## src/pkg/cmb_map.svh

```systemverilog
// Register offsets, field positions and reset values of the message
// buffer and filter block. Included by the package users by bare name.
// Overview of operation
// Received frames queue in two stages; only foreground is host-visible.
// Each receive stage holds thirteen bytes: control, identifier and data.
// Receive-full is set only for an error-free frame passing the filter.
// Every frame writes the background stage while filtering runs alongside; here bg_q is held while bg_pend_q is set.
// Accepted frame goes to foreground if flag clear; flag, interrupt set.
// Host reads the foreground, then clears receive-full to free it.
// Own sent frames stay in background: no flag, no interrupt, no ack.
// In loop-back mode own frames are handled like any received frame.
// After lost arbitration the node receives the winning frame normally.
// Accepted frame with both stages full is discarded and overrun raised.
// Three transmit buffers of thirteen bytes, each with 8-bit priority.
// Host loads an empty buffer, then clears its empty flag to send.
// Successful send sets the buffer's empty flag and transmit interrupt.
// Among ready buffers the smallest priority value is sent first.
// Buffer selection reruns at every arbitration, retries included.
// Abort request on a buffer not on bus sets acknowledge and empty.
// Four code bytes give the pattern; mask bits exclude bits from compare.
// A 2-bit hit field reports the lowest-numbered matching filter.
// Single mode compares all 32 extended or 13 standard identifier bits.
// Dual mode: two filters on upper extended bits or standard identifier.
// Quad mode: four filters each on the first eight identifier bits.
// Closed mode never copies to foreground nor sets receive-full.
// Flags clear only by writing one, and the set wins over clear; here aack_q is also cleared by a successful send.
// A software-written field selects single, dual, quad or closed mode.
`ifndef CMB_MAP_SVH
`define CMB_MAP_SVH
`define CMB_CTRL 8'h00
`define CMB_RXFLG 8'h04
`define CMB_RXIE 8'h08
`define CMB_TXFLG 8'h0C
`define CMB_TXCTL 8'h10
`define CMB_ACODE 8'h14
`define CMB_AMASK 8'h18
`define CMB_HIT 8'h1C
`define CMB_RX_FOREGROUND_STAGE_NIB 4'h4
`define CMB_LOCAL_PRIORITY_WORD 3'h4
`define CMB_NBYTE 13
`define CMB_NBUF 3
`define CMB_IDE_BIT 3
`define CMB_STD_CARE 8'hF8
`define CMB_ALL_CARE 8'hFF
`define CMB_TXE_RST 3'h7
`endif

```

## src/pkg/cmb_pkg.sv

```systemverilog
// Types shared by the message buffer and filter block.
// Assumes the frame engine delivers bytes and events one cycle each.
package cmb_pkg;
  typedef enum logic [1:0] {FM_SINGLE, FM_DUAL, FM_QUAD, FM_CLOSED} cmb_fmode_e;
  typedef struct packed {
    logic valid;
    logic [3:0] idx;
    logic [7:0] data;
    logic done_ok;
  } cmb_rx_s;
  typedef struct packed {
    logic arb;
    logic done_ok;
    logic lost;
    logic error;
  } cmb_txev_s;
endpackage : cmb_pkg

```

## src/design/cmb_top.sv

```systemverilog
// Message storage, transmit scheduling and acceptance filtering.
// Assumes a frame engine on ref_clk and a single-master AHB-Lite bus.
//
// Our own choices: the AHB-Lite interface to the registers and the address map.
`timescale 1ns/1ps
`default_nettype none
`include "cmb_map.svh"
module cmb_top (
  input wire logic ref_clk,
  input wire logic rst_n,
  input wire logic hsel,
  input wire logic [31:0] haddr,
  input wire logic [1:0] htrans,
  input wire logic hwrite,
  input wire logic [2:0] hsize,
  input wire logic [31:0] hwdata,
  input wire logic hready,
  output logic hreadyout,
  output logic hresp,
  output logic [31:0] hrdata,
  input wire cmb_pkg::cmb_rx_s rx_in,
  input wire cmb_pkg::cmb_txev_s tx_ev,
  input wire logic [3:0] tx_byte_idx,
  output logic [7:0] tx_byte,
  output logic [1:0] tx_sel,
  output logic tx_sel_valid,
  output logic ack_enable,
  output logic rx_irq,
  output logic tx_irq,
  output logic err_irq
);
  localparam int NB = `CMB_NBYTE;
  localparam int NT = `CMB_NBUF;

  logic [7:0] bg_q [NB];
  logic [7:0] fg_q [NB];
  logic [7:0] id_q [4];
  logic [7:0] tx_q [NT][NB];
  logic [7:0] local_priority_q [NT];
  logic loop_q;
  cmb_pkg::cmb_fmode_e mode_q;
  logic [1:0] rxie_q;
  logic [2:0] txie_q;
  logic [31:0] code_q;
  logic [31:0] mask_q;
  logic rx_full_q;
  logic ovr_q;
  logic bg_pend_q;
  logic [1:0] bg_hit_q;
  logic [1:0] fg_hit_q;
  logic [2:0] empty_q;
  logic [2:0] aack_q;
  logic [2:0] abort_q;
  logic tx_active_q;
  logic [1:0] tx_sel_q;
  logic [7:0] tx_byte_q;
  logic wen_q;
  logic [7:0] addr_q;
  logic [31:0] hrdata_q;
  logic [31:0] rd_v;
  logic ap;
  logic map_ok;

  ////////////////////////////////////////////////////////////////////////////
  // AHB-Lite slave, zero wait states
  assign hreadyout = 1'b1;
  assign hresp = 1'b0;
  assign hrdata = hrdata_q;
  assign ap = hsel && htrans[1] && hready;
  assign map_ok = (haddr[31:8] == 24'h00_0000);

  always_ff @(posedge ref_clk or negedge rst_n)
  begin
    if (!rst_n)
    begin
      wen_q <= 1'b0;
      addr_q <= 8'h00;
      hrdata_q <= 32'h0000_0000;
    end
    else
    begin
      wen_q <= ap && hwrite && map_ok;
      addr_q <= haddr[7:0];
      hrdata_q <= (ap && !hwrite && map_ok) ? rd_v : 32'h0000_0000;
    end
  end

  logic wr_ctrl, wr_rxflg, wr_rxie, wr_txflg, wr_txctl, wr_code, wr_mask;
  logic wr_tx;
  logic [1:0] wb;
  assign wr_ctrl = wen_q && (addr_q == `CMB_CTRL);
  assign wr_rxflg = wen_q && (addr_q == `CMB_RXFLG);
  assign wr_rxie = wen_q && (addr_q == `CMB_RXIE);
  assign wr_txflg = wen_q && (addr_q == `CMB_TXFLG);
  assign wr_txctl = wen_q && (addr_q == `CMB_TXCTL);
  assign wr_code = wen_q && (addr_q == `CMB_ACODE);
  assign wr_mask = wen_q && (addr_q == `CMB_AMASK);
  assign wb = addr_q[6:5];
  assign wr_tx = wen_q && addr_q[7] && (wb != 2'b11);

  // Read mux; buffer words pack four bytes, first byte lowest
  always_comb
  begin
    logic [1:0] b;
    logic [3:0] bi;
    rd_v = 32'h0000_0000;
    b = haddr[6:5];
    bi = 4'h0;
    case (haddr[7:0])
      `CMB_CTRL: rd_v = {29'h0000_0000, mode_q, loop_q};
      `CMB_RXFLG: rd_v = {30'h0000_0000, ovr_q, rx_full_q};
      `CMB_RXIE: rd_v = {30'h0000_0000, rxie_q};
      `CMB_TXFLG: rd_v = {25'h000_0000, aack_q, 1'b0, empty_q};
      `CMB_TXCTL: rd_v = {25'h000_0000, txie_q, 1'b0, abort_q};
      `CMB_ACODE: rd_v = code_q;
      `CMB_AMASK: rd_v = mask_q;
      `CMB_HIT: rd_v = {30'h0000_0000, fg_hit_q};
      default:
      begin
        for (int k = 0; k < 4; k++)
        begin
          bi = {haddr[3:2], 2'b00} + 4'(k);
          if (haddr[7:4] == `CMB_RX_FOREGROUND_STAGE_NIB && int'(bi) < NB)
            rd_v[8*k +: 8] = fg_q[bi];
          else if (haddr[7] && b != 2'b11 && !haddr[4] && int'(bi) < NB)
            rd_v[8*k +: 8] = tx_q[b][bi];
        end
        if (haddr[7] && b != 2'b11 && haddr[4:2] == `CMB_LOCAL_PRIORITY_WORD)
          rd_v = {24'h00_0000, local_priority_q[b]};
      end
    endcase
  end

  ////////////////////////////////////////////////////////////////////////////
  // Configuration registers
  always_ff @(posedge ref_clk or negedge rst_n)
  begin
    if (!rst_n)
    begin
      loop_q <= 1'b0;
      mode_q <= cmb_pkg::FM_SINGLE;
      rxie_q <= 2'h0;
      txie_q <= 3'h0;
      code_q <= 32'h0000_0000;
      mask_q <= 32'h0000_0000;
    end
    else
    begin
      if (wr_ctrl)
      begin
        loop_q <= hwdata[0];
        mode_q <= cmb_pkg::cmb_fmode_e'(hwdata[2:1]);
      end
      if (wr_rxie)
        rxie_q <= hwdata[1:0];
      if (wr_txctl)
        txie_q <= hwdata[6:4];
      if (wr_code)
        code_q <= hwdata;
      if (wr_mask)
        mask_q <= hwdata;
    end
  end

  ////////////////////////////////////////////////////////////////////////////
  // Acceptance filter on the incoming identifier bytes
  function automatic logic fm(input logic [7:0] id, input logic [7:0] c,
                              input logic [7:0] m, input logic [7:0] care);
    fm = (((id ^ c) & ~m & care) == 8'h00);
  endfunction : fm

  logic [3:0] hits;
  logic [1:0] hit_num;
  logic hit_any;
  logic ext;
  logic [7:0] care1;
  assign ext = id_q[1][`CMB_IDE_BIT];
  assign care1 = ext ? `CMB_ALL_CARE : `CMB_STD_CARE;

  // Identifier of the frame on the wire, taken even while background is held
  always_ff @(posedge ref_clk or negedge rst_n)
  begin
    if (!rst_n)
      id_q <= '{default: 8'h00};
    else if (rx_in.valid && rx_in.idx < 4'h4)
      id_q[rx_in.idx[1:0]] <= rx_in.data;
  end

  always_comb
  begin
    hits = 4'h0;
    case (mode_q)
      cmb_pkg::FM_SINGLE:
        hits[0] = fm(id_q[0], code_q[7:0], mask_q[7:0], `CMB_ALL_CARE)
          && fm(id_q[1], code_q[15:8], mask_q[15:8], care1)
          && (!ext
          || (fm(id_q[2], code_q[23:16], mask_q[23:16], `CMB_ALL_CARE)
          && fm(id_q[3], code_q[31:24], mask_q[31:24], `CMB_ALL_CARE)));
      cmb_pkg::FM_DUAL:
      begin
        hits[0] = fm(id_q[0], code_q[7:0], mask_q[7:0], `CMB_ALL_CARE)
          && fm(id_q[1], code_q[15:8], mask_q[15:8], care1);
        hits[1] = fm(id_q[0], code_q[23:16], mask_q[23:16], `CMB_ALL_CARE)
          && fm(id_q[1], code_q[31:24], mask_q[31:24], care1);
      end
      cmb_pkg::FM_QUAD:
        for (int k = 0; k < 4; k++)
          hits[k] = fm(id_q[0], code_q[8*k +: 8], mask_q[8*k +: 8],
                       `CMB_ALL_CARE);
      default: hits = 4'h0;
    endcase
  end

  // Lowest-numbered filter wins
  assign hit_any = |hits;
  assign hit_num = hits[0] ? 2'd0 : hits[1] ? 2'd1
    : hits[2] ? 2'd2 : 2'd3;

  ////////////////////////////////////////////////////////////////////////////
  // Receive queue
  logic own;
  logic accept;
  logic copy;
  assign own = tx_active_q && !loop_q;
  assign accept = rx_in.done_ok && hit_any && !own;
  assign copy = bg_pend_q && !rx_full_q;
  assign ack_enable = !own;

  always_ff @(posedge ref_clk or negedge rst_n)
  begin
    if (!rst_n)
    begin
      for (int i = 0; i < NB; i++)
      begin
        bg_q[i] <= 8'h00;
        fg_q[i] <= 8'h00;
      end
    end
    else
    begin
      // Held while an accepted frame still waits for the foreground
      if (rx_in.valid && !bg_pend_q && int'(rx_in.idx) < NB)
        bg_q[rx_in.idx] <= rx_in.data;
      if (copy)
        for (int i = 0; i < NB; i++)
          fg_q[i] <= bg_q[i];
    end
  end

  always_ff @(posedge ref_clk or negedge rst_n)
  begin
    if (!rst_n)
    begin
      bg_pend_q <= 1'b0;
      bg_hit_q <= 2'h0;
      fg_hit_q <= 2'h0;
      rx_full_q <= 1'b0;
      ovr_q <= 1'b0;
    end
    else
    begin
      if (accept && !bg_pend_q)
      begin
        bg_pend_q <= 1'b1;
        bg_hit_q <= hit_num;
      end
      else if (copy)
        bg_pend_q <= 1'b0;
      if (copy)
      begin
        rx_full_q <= 1'b1;
        fg_hit_q <= bg_hit_q;
      end
      else if (wr_rxflg && hwdata[0])
        rx_full_q <= 1'b0;
      if (accept && bg_pend_q)
        ovr_q <= 1'b1;
      else if (wr_rxflg && hwdata[1])
        ovr_q <= 1'b0;
    end
  end

  assign rx_irq = rx_full_q && rxie_q[0];
  assign err_irq = ovr_q && rxie_q[1];

  ////////////////////////////////////////////////////////////////////////////
  // Transmit buffers and scheduling
  logic [2:0] grant;
  logic [2:0] sent;
  logic found;
  logic [1:0] best;
  logic [7:0] bestp;

  genvar g;
  generate
    for (g = 0; g < NT; g++)
    begin : g_buf
      assign sent[g] = tx_ev.done_ok && tx_active_q && (tx_sel_q == 2'(g));
      assign grant[g] = abort_q[g] && !empty_q[g]
        && !(tx_active_q && tx_sel_q == 2'(g));
    end
  endgenerate

  always_comb
  begin
    found = 1'b0;
    best = 2'd0;
    bestp = 8'hFF;
    for (int i = 0; i < NT; i++)
      if (!empty_q[i] && !abort_q[i] && (!found || local_priority_q[i] < bestp))
      begin
        found = 1'b1;
        best = 2'(i);
        bestp = local_priority_q[i];
      end
  end

  always_ff @(posedge ref_clk or negedge rst_n)
  begin
    if (!rst_n)
    begin
      for (int b = 0; b < NT; b++)
      begin
        local_priority_q[b] <= 8'h00;
        for (int i = 0; i < NB; i++)
          tx_q[b][i] <= 8'h00;
      end
    end
    else if (wr_tx)
    begin
      if (addr_q[4:2] == `CMB_LOCAL_PRIORITY_WORD)
        local_priority_q[wb] <= hwdata[7:0];
      else if (!addr_q[4])
        for (int k = 0; k < 4; k++)
          if ((4 * int'(addr_q[3:2]) + k) < NB)
            tx_q[wb][4'({addr_q[3:2], 2'b00}) + 4'(k)] <= hwdata[8*k +: 8];
    end
  end

  always_ff @(posedge ref_clk or negedge rst_n)
  begin
    if (!rst_n)
    begin
      empty_q <= `CMB_TXE_RST;
      aack_q <= 3'h0;
      abort_q <= 3'h0;
    end
    else
    begin
      for (int i = 0; i < NT; i++)
      begin
        if (sent[i] || grant[i])
          empty_q[i] <= 1'b1;
        else if (wr_txflg && hwdata[i])
          empty_q[i] <= 1'b0;
        if (grant[i])
          aack_q[i] <= 1'b1;
        else if (sent[i] || (wr_txflg && hwdata[i]))
          aack_q[i] <= 1'b0;
        if (sent[i] || grant[i])
          abort_q[i] <= 1'b0;
        else if (wr_txctl && hwdata[i] && !empty_q[i])
          abort_q[i] <= 1'b1;
      end
    end
  end

  always_ff @(posedge ref_clk or negedge rst_n)
  begin
    if (!rst_n)
    begin
      tx_active_q <= 1'b0;
      tx_sel_q <= 2'd0;
    end
    else if (tx_ev.arb)
    begin
      tx_active_q <= found;
      tx_sel_q <= best;
    end
    else if (tx_ev.done_ok || tx_ev.lost || tx_ev.error)
      tx_active_q <= 1'b0;
  end

  always_ff @(posedge ref_clk or negedge rst_n)
  begin
    if (!rst_n)
      tx_byte_q <= 8'h00;
    else if (int'(tx_byte_idx) < NB)
      tx_byte_q <= tx_q[tx_sel_q][tx_byte_idx];
    else
      tx_byte_q <= 8'h00;
  end

  assign tx_byte = tx_byte_q;
  assign tx_sel = tx_sel_q;
  assign tx_sel_valid = tx_active_q;
  assign tx_irq = |(empty_q & txie_q);
endmodule : cmb_top
`default_nettype wire

```

## config.mk

```make
export PLATFORM = sky130hd
export DESIGN_NAME = cmb_top
export DESIGN_NICKNAME = d
export VERILOG_FILES = /design/src/pkg/cmb_pkg.sv /design/src/design/cmb_top.sv
export VERILOG_INCLUDE_DIRS = /design/src /design/src/pkg
export SDC_FILE = /design/constraint.sdc
export NUM_CORES = 1
export LEC_CHECK = 0
export BUFFER_PORTS_ARGS = -buffer_cell sky130_fd_sc_hd__buf_2
export CAP_MARGIN = 40
export CORE_ASPECT_RATIO = 1.1
export CORE_MARGIN = 2
export CORE_UTILIZATION = 30
export CTS_CLUSTER_DIAMETER = 100
export DETAILED_ROUTE_END_ITERATION = 12
export PLACE_DENSITY = 0.53
export RECOVER_POWER = 50
export SLEW_MARGIN = 20
export SYNTH_ARGS = -nofsm -noshare
export SYNTH_HDL_FRONTEND = slang
export SYNTH_SLANG_ARGS = --single-unit
```

## constraint.sdc

```tcl
create_clock -name ref_clk -period 5.54 [get_ports ref_clk]
set_input_delay 0.554 -clock ref_clk [delete_from_list [all_inputs] [get_ports ref_clk]]
set_output_delay 0.554 -clock ref_clk [all_outputs]
set_load 0.005 [all_outputs]
```

After elaboration in Yosys (flattened, before gate mapping)
Index checks and enable logic that the tools add are counted.
{"block": "classes", "addsub": 9, "muxes": 130, "magnitude_cmp": 34, "n_eq_ne": 22, "reduce_logical": 136, "n_bitwise": 39}
{"cell": "two-way mux 312 bit", "count": 13}
{"cell": "bitwise mux 312 bit", "count": 4}
{"cell": "demux 104 bit (select 2 bit)", "count": 4}
{"cell": "two-way mux 104 bit", "count": 8}
{"cell": "binary-select mux 104 bit (select 2 bit)", "count": 2}
{"cell": "two-way mux 8 bit", "count": 38}
{"cell": "binary-select mux 8 bit (select 4 bit)", "count": 9}
{"cell": "case mux 32 bit (8 select lines)", "count": 1}
{"cell": "demux 8 bit (select 4 bit)", "count": 5}
{"cell": "bitwise mux 104 bit", "count": 1}
{"cell": "AND 8 bit", "count": 10}
{"cell": "logical NOT 8 bit", "count": 10}
{"cell": "logical AND 1 bit", "count": 77}
{"cell": "two-way mux 32 bit", "count": 2}
{"cell": "XOR 8 bit", "count": 8}
{"cell": "== test 8 x 5 -> 1 bit (second input constant)", "count": 7}
{"cell": ">= comparator 5 bit (second input constant)", "count": 10}
{"cell": "NOT 4 -> 5 bit", "count": 10}
{"cell": "bitwise mux 32 bit", "count": 1}
{"cell": "demux 8 bit (select 2 bit)", "count": 2}
{"cell": "== test 8 x 4 -> 1 bit (second input constant)", "count": 4}
{"cell": "NOT 8 bit", "count": 4}
{"cell": "two-way mux 1 bit", "count": 31}
{"cell": "< comparator 4 bit (second input constant)", "count": 7}
{"cell": "other kinds (34)", "count": 102}
{"block": "totals", "ff_bits": 716, "in_bits": 96}

Logic depth before layout (Yosys ltp)
{"block": "depth", "ltp_word": 24, "ltp_mapped": 18}

Worst setup path after synthesis
No wires, ideal clock.
{"block": "synth_timing", "kind": "reg2reg", "startpoint": "register empty_q[0]", "endpoint": "register tx_sel_q[1], in the netlist tx_sel[1]", "path_buffers": 2, "path_stages_with_launch": 19, "path_slack_ns": 2.057, "t_arrival_ns": 3.396, "cell_sequence": "dfstp_2 > or2_2 > clkbuf_1 > nor2_1 > ha_1 > a211oi_1 > o21ai_0 > a41oi_1 > nor2_1 > clkbuf_1 > o21ai_0 > ha_1 > o21a_1 > o21a_1 > o21ai_0 > nor2_1 > o21ai_0 > o211ai_1 > o211ai_1"}
{"block": "synth_between", "elab_chain_len": 11, "elab_cells_between_ends": 15, "cone_classes": "order compare (2); mux (5); reduce/logical (8)"}
{"item": "from (decl)", "line": "cmb_top.sv:51", "source": "logic [2:0] empty_q;"}
{"item": "from (signal assigned)", "line": "cmb_top.sv:344", "source": "empty_q <= `CMB_TXE_RST;"}
{"item": "logical NOT 1 bit *", "line": "cmb_top.sv:310", "source": "if (!empty_q[i] && !abort_q[i] && (!found || local_priority_q[i] < bestp))"}
{"item": "logical AND 1 bit *", "line": "cmb_top.sv:310"}
{"item": "two-way mux 8 bit / two-way mux 1 bit (equally long branches)", "line": "cmb_top.sv:310"}
{"item": "< comparator 8 bit / logical NOT 1 bit (equally long branches)", "line": "cmb_top.sv:310"}
{"item": "logical OR 1 bit", "line": "cmb_top.sv:310"}
{"item": "logical AND 1 bit", "line": "cmb_top.sv:310"}
{"item": "two-way mux 8 bit / two-way mux 1 bit (equally long branches)", "line": "cmb_top.sv:310"}
{"item": "< comparator 8 bit / logical NOT 1 bit (equally long branches)", "line": "cmb_top.sv:310"}
{"item": "logical OR 1 bit *", "line": "cmb_top.sv:310"}
{"item": "logical AND 1 bit *", "line": "cmb_top.sv:310"}
{"item": "two-way mux 2 bit *", "line": "cmb_top.sv:310"}
{"item": "to (signal assigned)", "line": "cmb_top.sv:378", "source": "tx_sel_q <= best;"}
{"item": "to (decl)", "line": "cmb_top.sv:55", "source": "logic [1:0] tx_sel_q;"}
Every way passes the cells marked *; elsewhere a longest branch is shown, timed or not.
A chain may end at the register's enable or synchronous reset.

==> results_dict.tcl <==
set metrics [dict create \
    run_status "complete, but fails checks" \
    violations "max-capacitance violations, max-slew violations" \
    die_area_mm2 0.121 \
    nNetsFinal 2945 \
    ctsHoldBuffers 1 \
    clock-sinks 716 \
    rows 132 \
    synth.most_common_cell "dfrtp_1" \
    wirelength_um 109000 \
    hpwl_um 71800 \
    portBuffers 138 \
    clockBufferDepth 3 \
    initial_utilization_pct 30.2 \
    synth-seq-cells 716 \
    setup.worst_path.class "in2async" \
    period_needed_ns 4.08 \
    worstSetupEndpointType "asynchronous set/reset pin" \
    die_x_um 332 \
    area_growth_syn_to_layout_pct 14.0 \
    dieHeight_um 365 \
    synth_async_sr_flop_share_pct 100 \
    hold_viol 0 \
    numCtsBuffers 82 \
    power.share.clock_pct 43.3 \
    ios 145 \
    drive_gt1_share_pct 36.1 \
    routed_via_density 5.23 \
    cts_tree "yes" \
    slowest_stage "clkdlybuf4s25_1" \
    drc 0 \
    cp-start-kind "primary input" \
    finalSetupViolations 0 \
    min_from "haddr[7]" \
    crit_fanout 141 \
    combPwrFrac_pct 13.4 \
    ir_drop_uv 234 \
    p_per_area_mw_per_mm2 337 \
    cts_resized 0 \
    cts_setup_buffers 0 \
    synth_warnings 0 \
    cp_data_required_time_ns 6.11 \
    core_mm2 0.118 \
    fmax_mhz 245 \
    syn_avg_cell_area_um2 12.7 \
    r2r_setup_slack_ns 1.58 \
    grt_pass1_vias 23910 \
    hp-class "in2reg" \
    first_pass_iters 7 \
    grt_use_total_pct 17.8 \
    slew_headroom_pct -144 \
    vias 23249 \
    grt_pass1_wl_um 162000 \
    maxCapViolations 2 \
    synthFlopType "dfrtp_1" \
    clk-insertion-delay-late_ns 0.66 \
    leakage_nw 17.6 \
    synth-edff-count 0 \
    fin_setup_tns_ns 0 \
    syn_nets 2905 \
    crit_arrival_ns 4.65 \
    netlist_instances 2791 \
    place_congestion 0.852 \
    wl_per_cell_um 24.6 \
    antenna_found_initial 12 \
    drtIter0Drc 1860 \
    ys_types 71 \
    p_int_mw 9.95 \
    p_seq_share_pct 43.3 \
    ys_seq_area_share_pct 50.4 \
    cpLargestDelayFamily "buffers and inverters" \
    cp_cell_sequence "dlygate4sd3_1, clkdlybuf4s25_1, buf_12" \
    r2r-start "abort_q[0]" \
    period_share_pct 73.6 \
    drtAntennaViolNets 0 \
    max_stage_delay_ns 2.75 \
    ctsRootBufferMaster "clkbuf_16" \
    synthesis.area_mm2 0.0355 \
    finish.utilization_pct 34.4 \
    tightest_slew_ns 3.66 \
    yosys-top-cells-count "713 x dfrtp_1, 648 x mux2_2, 191 x mux2i_1" \
    overflow 0 \
    clock_skew_ns 0.0305 \
    grt_start_max_net_pins 146 \
    h-tree-depth 3 \
    synth_top_area_share_pct 50.2 \
    p_sw_mw 3.71 \
    synth.largest_area_cell "dfrtp_1" \
    cts.clk_slew.worst_paths_ns 0.06 \
    switching_share_pct 27.1 \
    yosys-top-cells-area "dfrtp_1 50%, mux2_2 21%, mux2i_1 5.4%, mux4_2 4.4%, nor2_1 2.0%" \
    path_buf_inv 3 \
    drv_slew 79 \
    startpoint "rst_n" \
    rsz0062_at_grt "no" \
]
-- area by class of cell --
| type | count | area (um^2) |
|---|---|---|
| timing repair buffer | 189 | 1180 |
| multi-input combinational | 1829 | 16400 |
| antenna | 8 | 20.0 |
| clock inverter | 29 | 515 |
| inverter | 13 | 48.8 |
| fill | 11669 | 77100 |
| tap | 1541 | 1930 |
| clock buffer | 121 | 2450 |
| sequential | 716 | 17900 |
-- cell usage in the layout, fill, tap and decap left out, types with 8 or more instances in the layout --
cell / n
dfrtp_1: 711
mux2_2: 648
mux2i_1: 191
nor2_1: 185
nand2_1: 109
a21oi_1: 107
buf_2: 101
clkbuf_16: 83
o21ai_0: 74
mux4_2: 69
xnor2_1: 60
clkbuf_1: 53
o22ai_1: 44
o211ai_1: 35
buf_4: 35
a211oi_1: 33
o22a_1: 27
a222oi_1: 25
clkbuf_8: 23
ha_1: 18
a221oi_2: 16
a221oi_1: 15
nand2b_1: 14
nand3_1: 14
nor4_1: 13
inv_1: 12
nor2b_1: 12
clkinv_2: 11
bufinv_16: 11
nor3_1: 10
buf_12: 10
diode_2: 8
-- logic make-up (layout without fill, tap and decap cells) --
group / after synthesis / in the layout / synth area share, %
flip-flops: 716 / 716 / 50.4
other: 2 / 10 / 0.0211
adder cells (fa/ha/maj): 18 / 18 / 0.634
multiplexers: 913 / 913 / 30.5
buffers and inverters: 246 / 352 / 3.44
AO/OA/AOI/OAI: 419 / 419 / 8.16
AND/OR/NAND/NOR: 413 / 413 / 5.28
XOR/XNOR: 64 / 64 / 1.58
-- metal layers --
layer | up-vias | part of all wire, % | GRT usage [%]
li1 | 10326 | - | -
met1 | 12191 | 45 | 24.0
met2 | 577 | 47 | 29.3
met3 | 147 | 5.0 | 3.02
met4 | 8 | 2.5 | 5.49
met5 | - | 0.047 | 0
-- state kept, by name (all words and copies together), names as in the netlist, 8 cells and up --
| register | count |
|---|---|
| addr_q | 8 |
| bg_q | 104 |
| code_q | 32 |
| fg_q | 104 |
| hrdata | 32 |
| id_q | 31 |
| local_priority_q | 24 |
| mask_q | 32 |
| tx_byte | 8 |
| tx_q | 312 |
-- worst paths after layout --
kind / endpoint / depth (start not counted)
worst min-delay path: addr_q[7] / 1
max in group ref_clk: tx_sel[1] / 17
worst max-delay path: tx_sel[0] / 3
min in group asynchronous: fg_q[41] / 2
worst max register to register: tx_sel[1] / 17
worst min register to register: fg_q[61] / 1
-- per-stage QoR --
step | hold slack [ns] | power (mW) | instance area (um^2) | cells | setup WS, ns
2_1_floorplan | 0.258 | 7.17 | 35500 | 2791 | 2.06
3_3_place_gp | 0.480 | 7.82 | 37500 | 4276 | 1.56
3_5_place_dp | 0.486 | 7.84 | 37600 | 4284 | 1.64
4_1_cts | 0.0444 | 13.8 | 40600 | 4435 | 1.62
5_1_grt | 0.0857 | 14.2 | 40500 | 4440 | 0.652
6_report | 0.119 | 13.7 | 40500 | 4446 | 1.46
-- power by group through the flow --
stage	registers (mW)	logic, mW	clock network [mW]
finish	5.91	1.83	5.92
global route	5.95	1.99	6.26
CTS	5.91	1.85	6.05
detailed placement	6.00	1.84	0
global placement	5.99	1.83	0
floorplan	5.82	1.36	0
No activity file was read; power rests on OpenSTA's default activity.
